File: src/core/acr_pkg.sv
package acr_pkg;
  localparam logic [7:0] IRQ_MASK_OFF = 8'h24;
  localparam logic [7:0] IRQ_RAW_OFF = 8'h28;
  localparam logic [7:0] IRQ_MSK_STAT_OFF = 8'h2c;
  localparam logic [7:0] IRQ_CLEAR_OFF = 8'h30;
  localparam logic [7:0] CONV_RESULT_OFF = 8'h34;
  localparam logic [7:0] GAIN_CAL_OFF = 8'h38;
  localparam logic [7:0] OFFSET_CAL_OFF = 8'h3c;
  localparam logic [7:0] DMA_CTRL_OFF = 8'h40;
  localparam logic [7:0] CAL_CTRL_OFF = 8'h44;
  localparam logic [7:0] RESULT_ALIAS_OFF = 8'h48;
  localparam int EOC_BIT = 0;
  localparam int OVR_BIT = 1;
  localparam int DMA_REQUEST_ENABLE_BIT = 0;
  localparam int CALIBRATION_ENABLE_BIT = 24;
  localparam int RESULT_W = 10;
  localparam int GAIN_W = 15;
  localparam int GAIN_FRAC_W = 14;
  localparam int OFFSET_W = 12;
  localparam logic [31:0] REG_RESET = 32'h0000_0000;
  localparam logic [1:0] AXI_OKAY = 2'h0;
  localparam logic [1:0] AXI_SLVERR = 2'h2;

  typedef struct packed {
    logic conv_overrun;
    logic conv_done;
  } acr_irq_t;

  typedef struct packed {
    logic [31:0] rdata;
    logic [1:0] resp;
  } acr_rd_t;
endpackage

File: src/core/acr_regs.sv
`timescale 1ns/1ns
module acr_regs #(
  parameter int RES_W = acr_pkg::RESULT_W
) (
  input wire logic clk_in,
  input wire logic sys_rst_in,
  input wire logic clk_en_in,
  input wire logic [7:0] s_axi_awaddr,
  input wire logic s_axi_awvalid,
  output logic s_axi_awready,
  input wire logic [31:0] s_axi_wdata,
  input wire logic [3:0] s_axi_wstrb,
  input wire logic s_axi_wvalid,
  output logic s_axi_wready,
  output logic [1:0] s_axi_bresp,
  output logic s_axi_bvalid,
  input wire logic s_axi_bready,
  input wire logic [7:0] s_axi_araddr,
  input wire logic s_axi_arvalid,
  output logic s_axi_arready,
  output logic [31:0] s_axi_rdata,
  output logic [1:0] s_axi_rresp,
  output logic s_axi_rvalid,
  input wire logic s_axi_rready,
  input wire logic conv_done_in,
  input wire logic [RES_W-1:0] conv_data_in,
  output logic irq_out,
  output logic dma_request_enable_out,
  output logic dma_req_out
);
  logic [7:0] awaddr_r;
  logic [7:0] awaddr_nxt;
  logic aw_have_r;
  logic aw_have_nxt;
  logic [31:0] wdata_r;
  logic [31:0] wdata_nxt;
  logic [3:0] wstrb_r;
  logic [3:0] wstrb_nxt;
  logic w_have_r;
  logic w_have_nxt;
  logic bvalid_r;
  logic bvalid_nxt;
  logic [1:0] bresp_r;
  logic [1:0] bresp_nxt;

  logic rvalid_r;
  logic rvalid_nxt;
  acr_pkg::acr_rd_t rd_r;
  acr_pkg::acr_rd_t rd_nxt;

  acr_pkg::acr_irq_t raw_r;
  acr_pkg::acr_irq_t raw_nxt;
  acr_pkg::acr_irq_t mask_r;
  acr_pkg::acr_irq_t mask_nxt;
  logic [RES_W-1:0] result_r;
  logic [RES_W-1:0] result_nxt;
  logic unread_r;
  logic unread_nxt;
  logic [acr_pkg::GAIN_W-1:0] gain_r;
  logic [acr_pkg::GAIN_W-1:0] gain_nxt;
  logic [acr_pkg::OFFSET_W-1:0] offset_r;
  logic [acr_pkg::OFFSET_W-1:0] offset_nxt;
  logic dma_request_enable_r;
  logic dma_request_enable_nxt;
  logic calibration_enable_r;
  logic calibration_enable_nxt;
  logic dma_req_r;
  logic dma_req_nxt;

  logic wr_fire;
  logic rd_fire;
  logic rd_result;
  logic hit_mask;
  logic hit_clear;
  logic hit_gain;
  logic hit_offset;
  logic hit_dma;
  logic hit_cal;
  logic [31:0] gain_merged;
  logic [31:0] offset_merged;
  acr_pkg::acr_irq_t masked_stat;
  logic [31:0] wr_val;
  logic [RES_W-1:0] cal_value;

  function automatic logic [31:0] merge_strb(
    input logic [31:0] old_v,
    input logic [31:0] new_v,
    input logic [3:0] strb
  );
    logic [31:0] res;
    res = old_v;
    for (int i = 0; i < 4; i++) begin
      if (strb[i]) begin
        res[8*i +: 8] = new_v[8*i +: 8];
      end
    end
    return res;
  endfunction

  // clamp rather than wrap: a wrapped code would jump across the whole range
  function automatic logic [RES_W-1:0] saturate(
    input logic signed [16:0] v
  );
    if (v < 0) begin
      return '0;
    end else if (v > 17'sd1023) begin
      return '1;
    end
    return v[RES_W-1:0];
  endfunction

  function automatic logic [RES_W-1:0] calibrate(
    input logic [RES_W-1:0] raw,
    input logic [acr_pkg::OFFSET_W-1:0] offs,
    input logic [acr_pkg::GAIN_W-1:0] gain
  );
    logic signed [13:0] sum;
    logic signed [30:0] prod;
    logic signed [16:0] scaled;
    sum = $signed({4'h0, raw}) + $signed({{2{offs[acr_pkg::OFFSET_W-1]}}, offs});
    prod = sum * $signed({2'h0, gain});
    scaled = prod[30:14];
    return saturate(scaled);
  endfunction

  // one map for the write side, so holes and misaligned words answer with an error
  function automatic logic addr_mapped(
    input logic [7:0] a
  );
    logic ok;
    ok = 1'b0;
    if (a == acr_pkg::IRQ_MASK_OFF) begin
      ok = 1'b1;
    end else if (a == acr_pkg::IRQ_RAW_OFF) begin
      ok = 1'b1;
    end else if (a == acr_pkg::IRQ_MSK_STAT_OFF) begin
      ok = 1'b1;
    end else if (a == acr_pkg::IRQ_CLEAR_OFF) begin
      ok = 1'b1;
    end else if (a == acr_pkg::CONV_RESULT_OFF) begin
      ok = 1'b1;
    end else if (a == acr_pkg::GAIN_CAL_OFF) begin
      ok = 1'b1;
    end else if (a == acr_pkg::OFFSET_CAL_OFF) begin
      ok = 1'b1;
    end else if (a == acr_pkg::DMA_CTRL_OFF) begin
      ok = 1'b1;
    end else if (a == acr_pkg::CAL_CTRL_OFF) begin
      ok = 1'b1;
    end else if (a == acr_pkg::RESULT_ALIAS_OFF) begin
      ok = 1'b1;
    end
    return ok;
  endfunction

  assign wr_val = merge_strb(32'h0000_0000, wdata_r, wstrb_r);
  assign wr_fire = aw_have_r && w_have_r && !bvalid_r;
  assign rd_fire = s_axi_arvalid && s_axi_arready;
  assign rd_result = rd_fire && s_axi_araddr == acr_pkg::CONV_RESULT_OFF;

  assign hit_mask = wr_fire && awaddr_r == acr_pkg::IRQ_MASK_OFF;
  assign hit_clear = wr_fire && awaddr_r == acr_pkg::IRQ_CLEAR_OFF;
  assign hit_gain = wr_fire && awaddr_r == acr_pkg::GAIN_CAL_OFF;
  assign hit_offset = wr_fire && awaddr_r == acr_pkg::OFFSET_CAL_OFF;
  assign hit_dma = wr_fire && awaddr_r == acr_pkg::DMA_CTRL_OFF;
  assign hit_cal = wr_fire && awaddr_r == acr_pkg::CAL_CTRL_OFF;

  // byte lanes not strobed keep the stored bits
  assign gain_merged = merge_strb({17'h0_0000, gain_r}, wdata_r, wstrb_r);
  assign offset_merged = merge_strb({20'h0_0000, offset_r}, wdata_r, wstrb_r);
  assign masked_stat = raw_r & mask_r;
  assign cal_value = calibration_enable_r ? calibrate(conv_data_in, offset_r, gain_r) : conv_data_in;

  assign s_axi_awready = !aw_have_r && clk_en_in;
  assign s_axi_wready = !w_have_r && clk_en_in;
  assign s_axi_arready = !rvalid_r && clk_en_in;
  assign s_axi_bvalid = bvalid_r;
  assign s_axi_bresp = bresp_r;
  assign s_axi_rvalid = rvalid_r;
  assign s_axi_rdata = rd_r.rdata;
  assign s_axi_rresp = rd_r.resp;
  assign irq_out = |masked_stat;
  assign dma_request_enable_out = dma_request_enable_r;
  assign dma_req_out = dma_req_r;

  always_comb begin
    awaddr_nxt = awaddr_r;
    aw_have_nxt = aw_have_r;
    wdata_nxt = wdata_r;
    wstrb_nxt = wstrb_r;
    w_have_nxt = w_have_r;
    bvalid_nxt = bvalid_r;
    bresp_nxt = bresp_r;
    if (s_axi_awvalid && s_axi_awready) begin
      awaddr_nxt = s_axi_awaddr;
      aw_have_nxt = 1'b1;
    end
    if (s_axi_wvalid && s_axi_wready) begin
      wdata_nxt = s_axi_wdata;
      wstrb_nxt = s_axi_wstrb;
      w_have_nxt = 1'b1;
    end
    if (wr_fire) begin
      aw_have_nxt = 1'b0;
      w_have_nxt = 1'b0;
      bvalid_nxt = 1'b1;
      bresp_nxt = acr_pkg::AXI_OKAY;
      if (!addr_mapped(awaddr_r)) begin
        bresp_nxt = acr_pkg::AXI_SLVERR;
      end
    end else if (bvalid_r && s_axi_bready) begin
      bvalid_nxt = 1'b0;
    end
  end

  always_comb begin
    rvalid_nxt = rvalid_r;
    rd_nxt = rd_r;
    if (rd_fire) begin
      rvalid_nxt = 1'b1;
      rd_nxt.resp = acr_pkg::AXI_OKAY;
      rd_nxt.rdata = 32'h0000_0000;
      if (s_axi_araddr == acr_pkg::IRQ_MASK_OFF) begin
        rd_nxt.rdata[1:0] = mask_r;
      end else if (s_axi_araddr == acr_pkg::IRQ_RAW_OFF) begin
        rd_nxt.rdata[1:0] = raw_r;
      end else if (s_axi_araddr == acr_pkg::IRQ_MSK_STAT_OFF) begin
        rd_nxt.rdata[1:0] = masked_stat;
      end else if (s_axi_araddr == acr_pkg::IRQ_CLEAR_OFF) begin
        rd_nxt.rdata = 32'h0000_0000;
      end else if (s_axi_araddr == acr_pkg::CONV_RESULT_OFF || s_axi_araddr == acr_pkg::RESULT_ALIAS_OFF) begin
        rd_nxt.rdata[RES_W-1:0] = result_r;
      end else if (s_axi_araddr == acr_pkg::GAIN_CAL_OFF) begin
        rd_nxt.rdata[acr_pkg::GAIN_W-1:0] = gain_r;
      end else if (s_axi_araddr == acr_pkg::OFFSET_CAL_OFF) begin
        rd_nxt.rdata[acr_pkg::OFFSET_W-1:0] = offset_r;
      end else if (s_axi_araddr == acr_pkg::DMA_CTRL_OFF) begin
        rd_nxt.rdata[acr_pkg::DMA_REQUEST_ENABLE_BIT] = dma_request_enable_r;
      end else if (s_axi_araddr == acr_pkg::CAL_CTRL_OFF) begin
        rd_nxt.rdata[acr_pkg::CALIBRATION_ENABLE_BIT] = calibration_enable_r;
      end else begin
        rd_nxt.resp = acr_pkg::AXI_SLVERR;
      end
    end else if (rvalid_r && s_axi_rready) begin
      rvalid_nxt = 1'b0;
    end
  end

  always_comb begin
    raw_nxt = raw_r;
    mask_nxt = mask_r;
    result_nxt = result_r;
    unread_nxt = unread_r;
    gain_nxt = gain_r;
    offset_nxt = offset_r;
    dma_request_enable_nxt = dma_request_enable_r;
    calibration_enable_nxt = calibration_enable_r;
    dma_req_nxt = 1'b0;

    // clears first, so a same-cycle conversion event wins
    if (hit_mask) begin
      mask_nxt = wr_val[1:0];
    end else if (hit_clear) begin
      raw_nxt = raw_r & ~wr_val[1:0];
    end else if (hit_gain) begin
      gain_nxt = gain_merged[acr_pkg::GAIN_W-1:0];
    end else if (hit_offset) begin
      offset_nxt = offset_merged[acr_pkg::OFFSET_W-1:0];
    end else if (hit_dma && wstrb_r[0]) begin
      dma_request_enable_nxt = wdata_r[acr_pkg::DMA_REQUEST_ENABLE_BIT];
    end else if (hit_cal && wstrb_r[3]) begin
      calibration_enable_nxt = wdata_r[acr_pkg::CALIBRATION_ENABLE_BIT];
    end

    // only the plain result address has the side effect; the alias reads clean
    if (rd_result) begin
      raw_nxt.conv_done = 1'b0;
      unread_nxt = 1'b0;
    end

    if (conv_done_in) begin
      result_nxt = cal_value;
      raw_nxt.conv_done = 1'b1;
      unread_nxt = 1'b1;
      dma_req_nxt = dma_request_enable_r;
      if (unread_r) begin
        raw_nxt.conv_overrun = 1'b1;
      end
    end
  end

  always_ff @(posedge clk_in) begin
    if (sys_rst_in) begin
      awaddr_r <= 8'h00;
      aw_have_r <= 1'b0;
      wdata_r <= acr_pkg::REG_RESET;
      wstrb_r <= 4'h0;
      w_have_r <= 1'b0;
      bvalid_r <= 1'b0;
      bresp_r <= acr_pkg::AXI_OKAY;
    end else if (clk_en_in) begin
      awaddr_r <= awaddr_nxt;
      aw_have_r <= aw_have_nxt;
      wdata_r <= wdata_nxt;
      wstrb_r <= wstrb_nxt;
      w_have_r <= w_have_nxt;
      bvalid_r <= bvalid_nxt;
      bresp_r <= bresp_nxt;
    end
  end

  always_ff @(posedge clk_in) begin
    if (sys_rst_in) begin
      rvalid_r <= 1'b0;
      rd_r <= '0;
    end else if (clk_en_in) begin
      rvalid_r <= rvalid_nxt;
      rd_r <= rd_nxt;
    end
  end

  // a conversion that ends while the enable is low is lost, not queued
  always_ff @(posedge clk_in) begin
    if (sys_rst_in) begin
      raw_r <= '0;
      mask_r <= '0;
      result_r <= '0;
      unread_r <= 1'b0;
      gain_r <= '0;
      offset_r <= '0;
      dma_request_enable_r <= 1'b0;
      calibration_enable_r <= 1'b0;
      dma_req_r <= 1'b0;
    end else if (clk_en_in) begin
      raw_r <= raw_nxt;
      mask_r <= mask_nxt;
      result_r <= result_nxt;
      unread_r <= unread_nxt;
      gain_r <= gain_nxt;
      offset_r <= offset_nxt;
      dma_request_enable_r <= dma_request_enable_nxt;
      calibration_enable_r <= calibration_enable_nxt;
      dma_req_r <= dma_req_nxt;
    end
  end
endmodule

File: config.mk
export PLATFORM = sky130hd
export DESIGN_NAME = acr_regs
export DESIGN_NICKNAME = d
export VERILOG_FILES = /design/src/core/acr_pkg.sv /design/src/core/acr_regs.sv
export SDC_FILE = /design/constraint.sdc
export NUM_CORES = 1
export LEC_CHECK = 0
export BUFFER_PORTS_ARGS = -buffer_cell sky130_fd_sc_hd__buf_2
export CAP_MARGIN = 20
export CORE_MARGIN = 4
export CORE_UTILIZATION = 35
export CTS_CLUSTER_DIAMETER = 30
export DETAILED_ROUTE_END_ITERATION = 8
export GPL_TIMING_DRIVEN = 0
export PLACE_DENSITY = 0.62
export SYNTH_ARGS = -nofsm -noshare
export SYNTH_HDL_FRONTEND = slang
export SYNTH_SLANG_ARGS = --single-unit
File: constraint.sdc
create_clock -name clk_in -period 14.7 [get_ports clk_in]
set_clock_uncertainty 0.15 [all_clocks]
set_input_delay 0.735 -clock clk_in [delete_from_list [all_inputs] [get_ports clk_in]]
set_output_delay 0.735 -clock clk_in [all_outputs]
set_load 0.02 [all_outputs]
==> flow_results.org <==
** Layout
- Of the cells placed in the final design, the portion with a size suffix greater than 1 is 0.0996.
- Total inserted antenna cells :: 0
- Fin nets :: 1,700
- Compared with the post-synthesis result, the final layout area differs by 11.8%.
- Most used cells in the layout excluding fill and tap cells :: nand2_1 (189), inv_1 (155), fa_1 (143), ha_1 (106), nor2_1 (101)
- Leading cell type in the layout, fill and taps excluded :: nand2_1
- The layout has 3,202 filler cells.

** Critical path
- Buffer and inverter count on the worst path :: 6
- The worst setup path is captured at a flip-flop.
- The largest single stage delay on the critical path is 0.71 ns.
- Worst path required time :: 14.79 ns
- At the worst endpoint, the arrival time is 9.61 ns.
- Slowest CP cell :: xnor2_1
- Type of the worst setup path :: in -> reg
- Broken down by cell family, the worst path's largest delay share belongs to adder cells.
- Crit path max fanout :: 10
- Worst reg-to-reg setup slack :: 5.21 ns
- The worst setup path is launched from a primary input.
- Most frequent CP cell :: fa_1

** Timing
- For this run, the top clock speed supported by timing is 105 MHz.
- Setup repair after global routing missed its margin :: no
- Final number of setup-violating endpoints :: 0
- Slew at the pin closest to its max-slew limit :: 1.03 ns
- Shortest period the worst path allows :: 9.51 ns
- In this run the tightest slew margin relative to its limit is 0.314.
- The count of endpoints failing hold in the final timing report is 0.
- Number of pins with negative max-slew slack in the final report :: 0
- Dividing the final minimum period by the clock period gives 0.647.
- Sum of negative setup slack :: 0 ns
- Across all hold checks on the routed design, the worst slack comes to 0.305 ns.

** Global route
- Global route total overflow :: 0
- Entering global routing, the biggest net connects 18 pins.
- The first global-routing pass estimated 48.4 mm of wire.
- The initial antenna violation count was 1.
- For this run, the total global-route usage over all layers was measured as 0.179.
- Via count of the first global-routing pass :: 8,985

** Min path
- Class of the worst hold path :: reg -> reg

** Route
- Via count of the routed design :: 8,928
- Dividing the detail-routed wire length by the instance count gives 16.8 µm.
- The first detailed-routing pass took 5 iterations.
- Total wire length after detailed routing :: 29.9 mm
- The detail route stage leaves a number of antenna-violating nets equal to 0.
- Dividing the detail-routed via count by the number of cells gives 5.01.
- Number of design-rule violations left by the first detailed-router iteration :: 498
- In the routed design, unresolved DRC markers number 0.

** Logic synthesis
- Post-synthesis instance total :: 1,275
- For this run, asynchronously set or reset flops after synthesis account for 0.
- The compound-gate portion of the synthesized area was 0.0999.
- Number of library cell types mapped by synthesis :: 61
- Synthesized-area fraction occupied by and/or/nand/nor cells :: 0.196
- Post-Synthesis Mean Instance Area :: 8.62 µm²
- Area share of fa/ha/maj cells after synthesis :: 0.381
- Total standard cell area after synthesis :: 11,000 µm²
- Fraction of synthesized area in multiplexers :: 0.0439
- Dominant register cell in the synthesized netlist :: dfxtp_1
- The synthesized design contains 94 register bits.
- The synthesized design contains 0 enable-type register cells.
- After synthesis, the largest family of logic cells by area is adder cells.
- Of the total synthesized cell area, the portion taken by XOR and XNOR cells is 0.0183.
- Count of yosys warnings during synthesis :: 0
- Of the synthesized area, sequential elements account for 0.171.

** Clock network
- Post-CTS Setup Bufs :: 0
- The later pin in the worst-skew pair is clocked with a latency of 0.35 ns.
- Number of buffers on the longest clock path :: 2
- The H-tree was split into 3 levels.
- The tree is rooted in a clkbuf_16.
- Clk slew on worst S/H paths :: 0.07 ns
- Cts bufs inserted :: 9
- The number of gates resized after CTS was 0.
- TritonCTS built the clock tree.
- Clock tree synthesis found a total of 94 sinks.
- Post-cts hold buffer count :: 0

** Floorplanning
- The core region is 30,700 µm².
- The floorplan step set the die width to 185 µm.
- The die covers 34,300 µm².
- Number of placed I/O pins :: 115
- # rows :: 64
- Initial standard-cell utilization of the core :: 0.358
- Measured along the y axis, the die boundary spans 185 µm.

** Placement
- Total half-perimeter wirelength after legalization and detailed placement :: 24.3 mm
- During placement, the flow inserted port buffers numbering 77.
- Routability-driven placement finished with a final weighted congestion of 0.858.

** Power
- Worst IR Drop VDD :: 73.6 µV
- In this run the power density over the cells is 49.2 nW/µm².
- Reported leakage power :: 0.00623 µW

** Job
- Max-cap viol count :: 0

** Status
- Outcome :: complete, no violations
[layer usage]
| metal | vias to the layer above | global-route usage | part of all wire |
|---|---|---|---|
| met2 | 216 | 0.293 | 0.47 |
| met1 | 4393 | 0.257 | 0.46 |
| met4 | 0 | 0.0349 | 0.016 |
| met3 | 27 | 0.0190 | 0.053 |
| met5 | - | 0 | 0 |
| li1 | 4292 | - | - |
[layout make-up]
cell class              count  area [µm²]  share of cell area
repair buffers             77         385              0.0313
well taps                 396         495              0.0403
flip-flops and latches     94        1880               0.153
multi-input cells         965        8200               0.667
plain buffers              78         397              0.0323
inverters                 155         582              0.0473
clock inverters             7         131              0.0107
clock buffers               9         225              0.0183
[worst paths after layout]
| check | from | endpoint | cells after the start |
|---|---|---|---|
| max reg2reg | offset_r[0] | result_r[2] | 32 |
| min | s_axi_rdata[12] | s_axi_rdata[12] | 2 |
| max | conv_data_in[0] | result_r[2] | 33 |
| min reg2reg | s_axi_rdata[12] | s_axi_rdata[12] | 2 |
[registers in the layout, summed over array words and instances, names as in the netlist, 2 cells and up]
name,flops
awaddr_r,8
raw_r,2
result_r,10
wstrb_r,3
gain_r,15
wdata_r,16
mask_r,2
offset_r,12
s_axi_rdata,16
[report_power, final]
part | switching (µW) | leakage (µW) | total (µW) | internal [µW]
clock | 107 | 0.000169 | 275 | 169
combinational | 41.4 | 0.00530 | 63.6 | 22.2
sequential | 5.46 | 0.000763 | 266 | 261
total | 153 | 0.00623 | 605 | 452
[cells in the mapped netlist, drive strengths merged (5+ instances only)]
| master | number | area share |
|---|---|---|
| a211oi | 5 | 0.0057 |
| a21o | 12 | 0.0083 |
| a21oi | 64 | 0.029 |
| a22o | 11 | 0.0088 |
| a22oi | 10 | 0.0068 |
| and2 | 66 | 0.038 |
| and3 | 6 | 0.0034 |
| buf | 26 | 0.018 |
| clkbuf | 52 | 0.018 |
| dfxtp | 94 | 0.17 |
| fa | 143 | 0.26 |
| ha | 106 | 0.12 |
| inv | 155 | 0.053 |
| mux2i | 46 | 0.042 |
| nand2 | 189 | 0.065 |
| nand2b | 19 | 0.011 |
| nand3 | 22 | 0.010 |
| nand4 | 12 | 0.0068 |
| nor2 | 101 | 0.034 |
| nor2b | 11 | 0.0063 |
| nor3 | 12 | 0.0055 |
| nor4 | 7 | 0.0046 |
| o21a | 5 | 0.0034 |
| o21ai | 27 | 0.012 |
| or2 | 7 | 0.0040 |
| xnor2 | 18 | 0.014 |
| xor2 | 5 | 0.0040 |
[stage by stage]
step	instance area, µm²	setup WS [ns]	power (µW)	util	cells
finish	12300	5.19	605	0.400	1781
global route	12300	4.58	627	0.400	1781
CTS	12300	5.19	608	0.400	1781
detailed placement	11900	4.86	335	0.388	1765
global placement	11900	4.95	334	0.388	1765
floorplan	11100	6.59	310	-	1292
[worst register-to-register path, delay by kind of cell (launching register included)]
kind / cells / cell delay [ns]
flip-flops: 1 / 0.42
XOR/XNOR: 1 / 0.71
AND/OR/NAND/NOR: 7 / 1.16
AO/OA/AOI/OAI: 10 / 2.35
buffers and inverters: 5 / 0.70
adder cells (fa/ha/maj): 9 / 3.90
[cell families (layout without fill, tap and decap cells)]
family / Yosys count / after routing
simple gates: 464 / 464
fa+ha+maj: 249 / 249
buf+inv: 233 / 326
compound gates: 163 / 163
flops: 94 / 94
mux: 48 / 48
xor+xnor: 23 / 23
other cells: 1 / 18
Note: power is estimated with default switching activity, not from simulation.
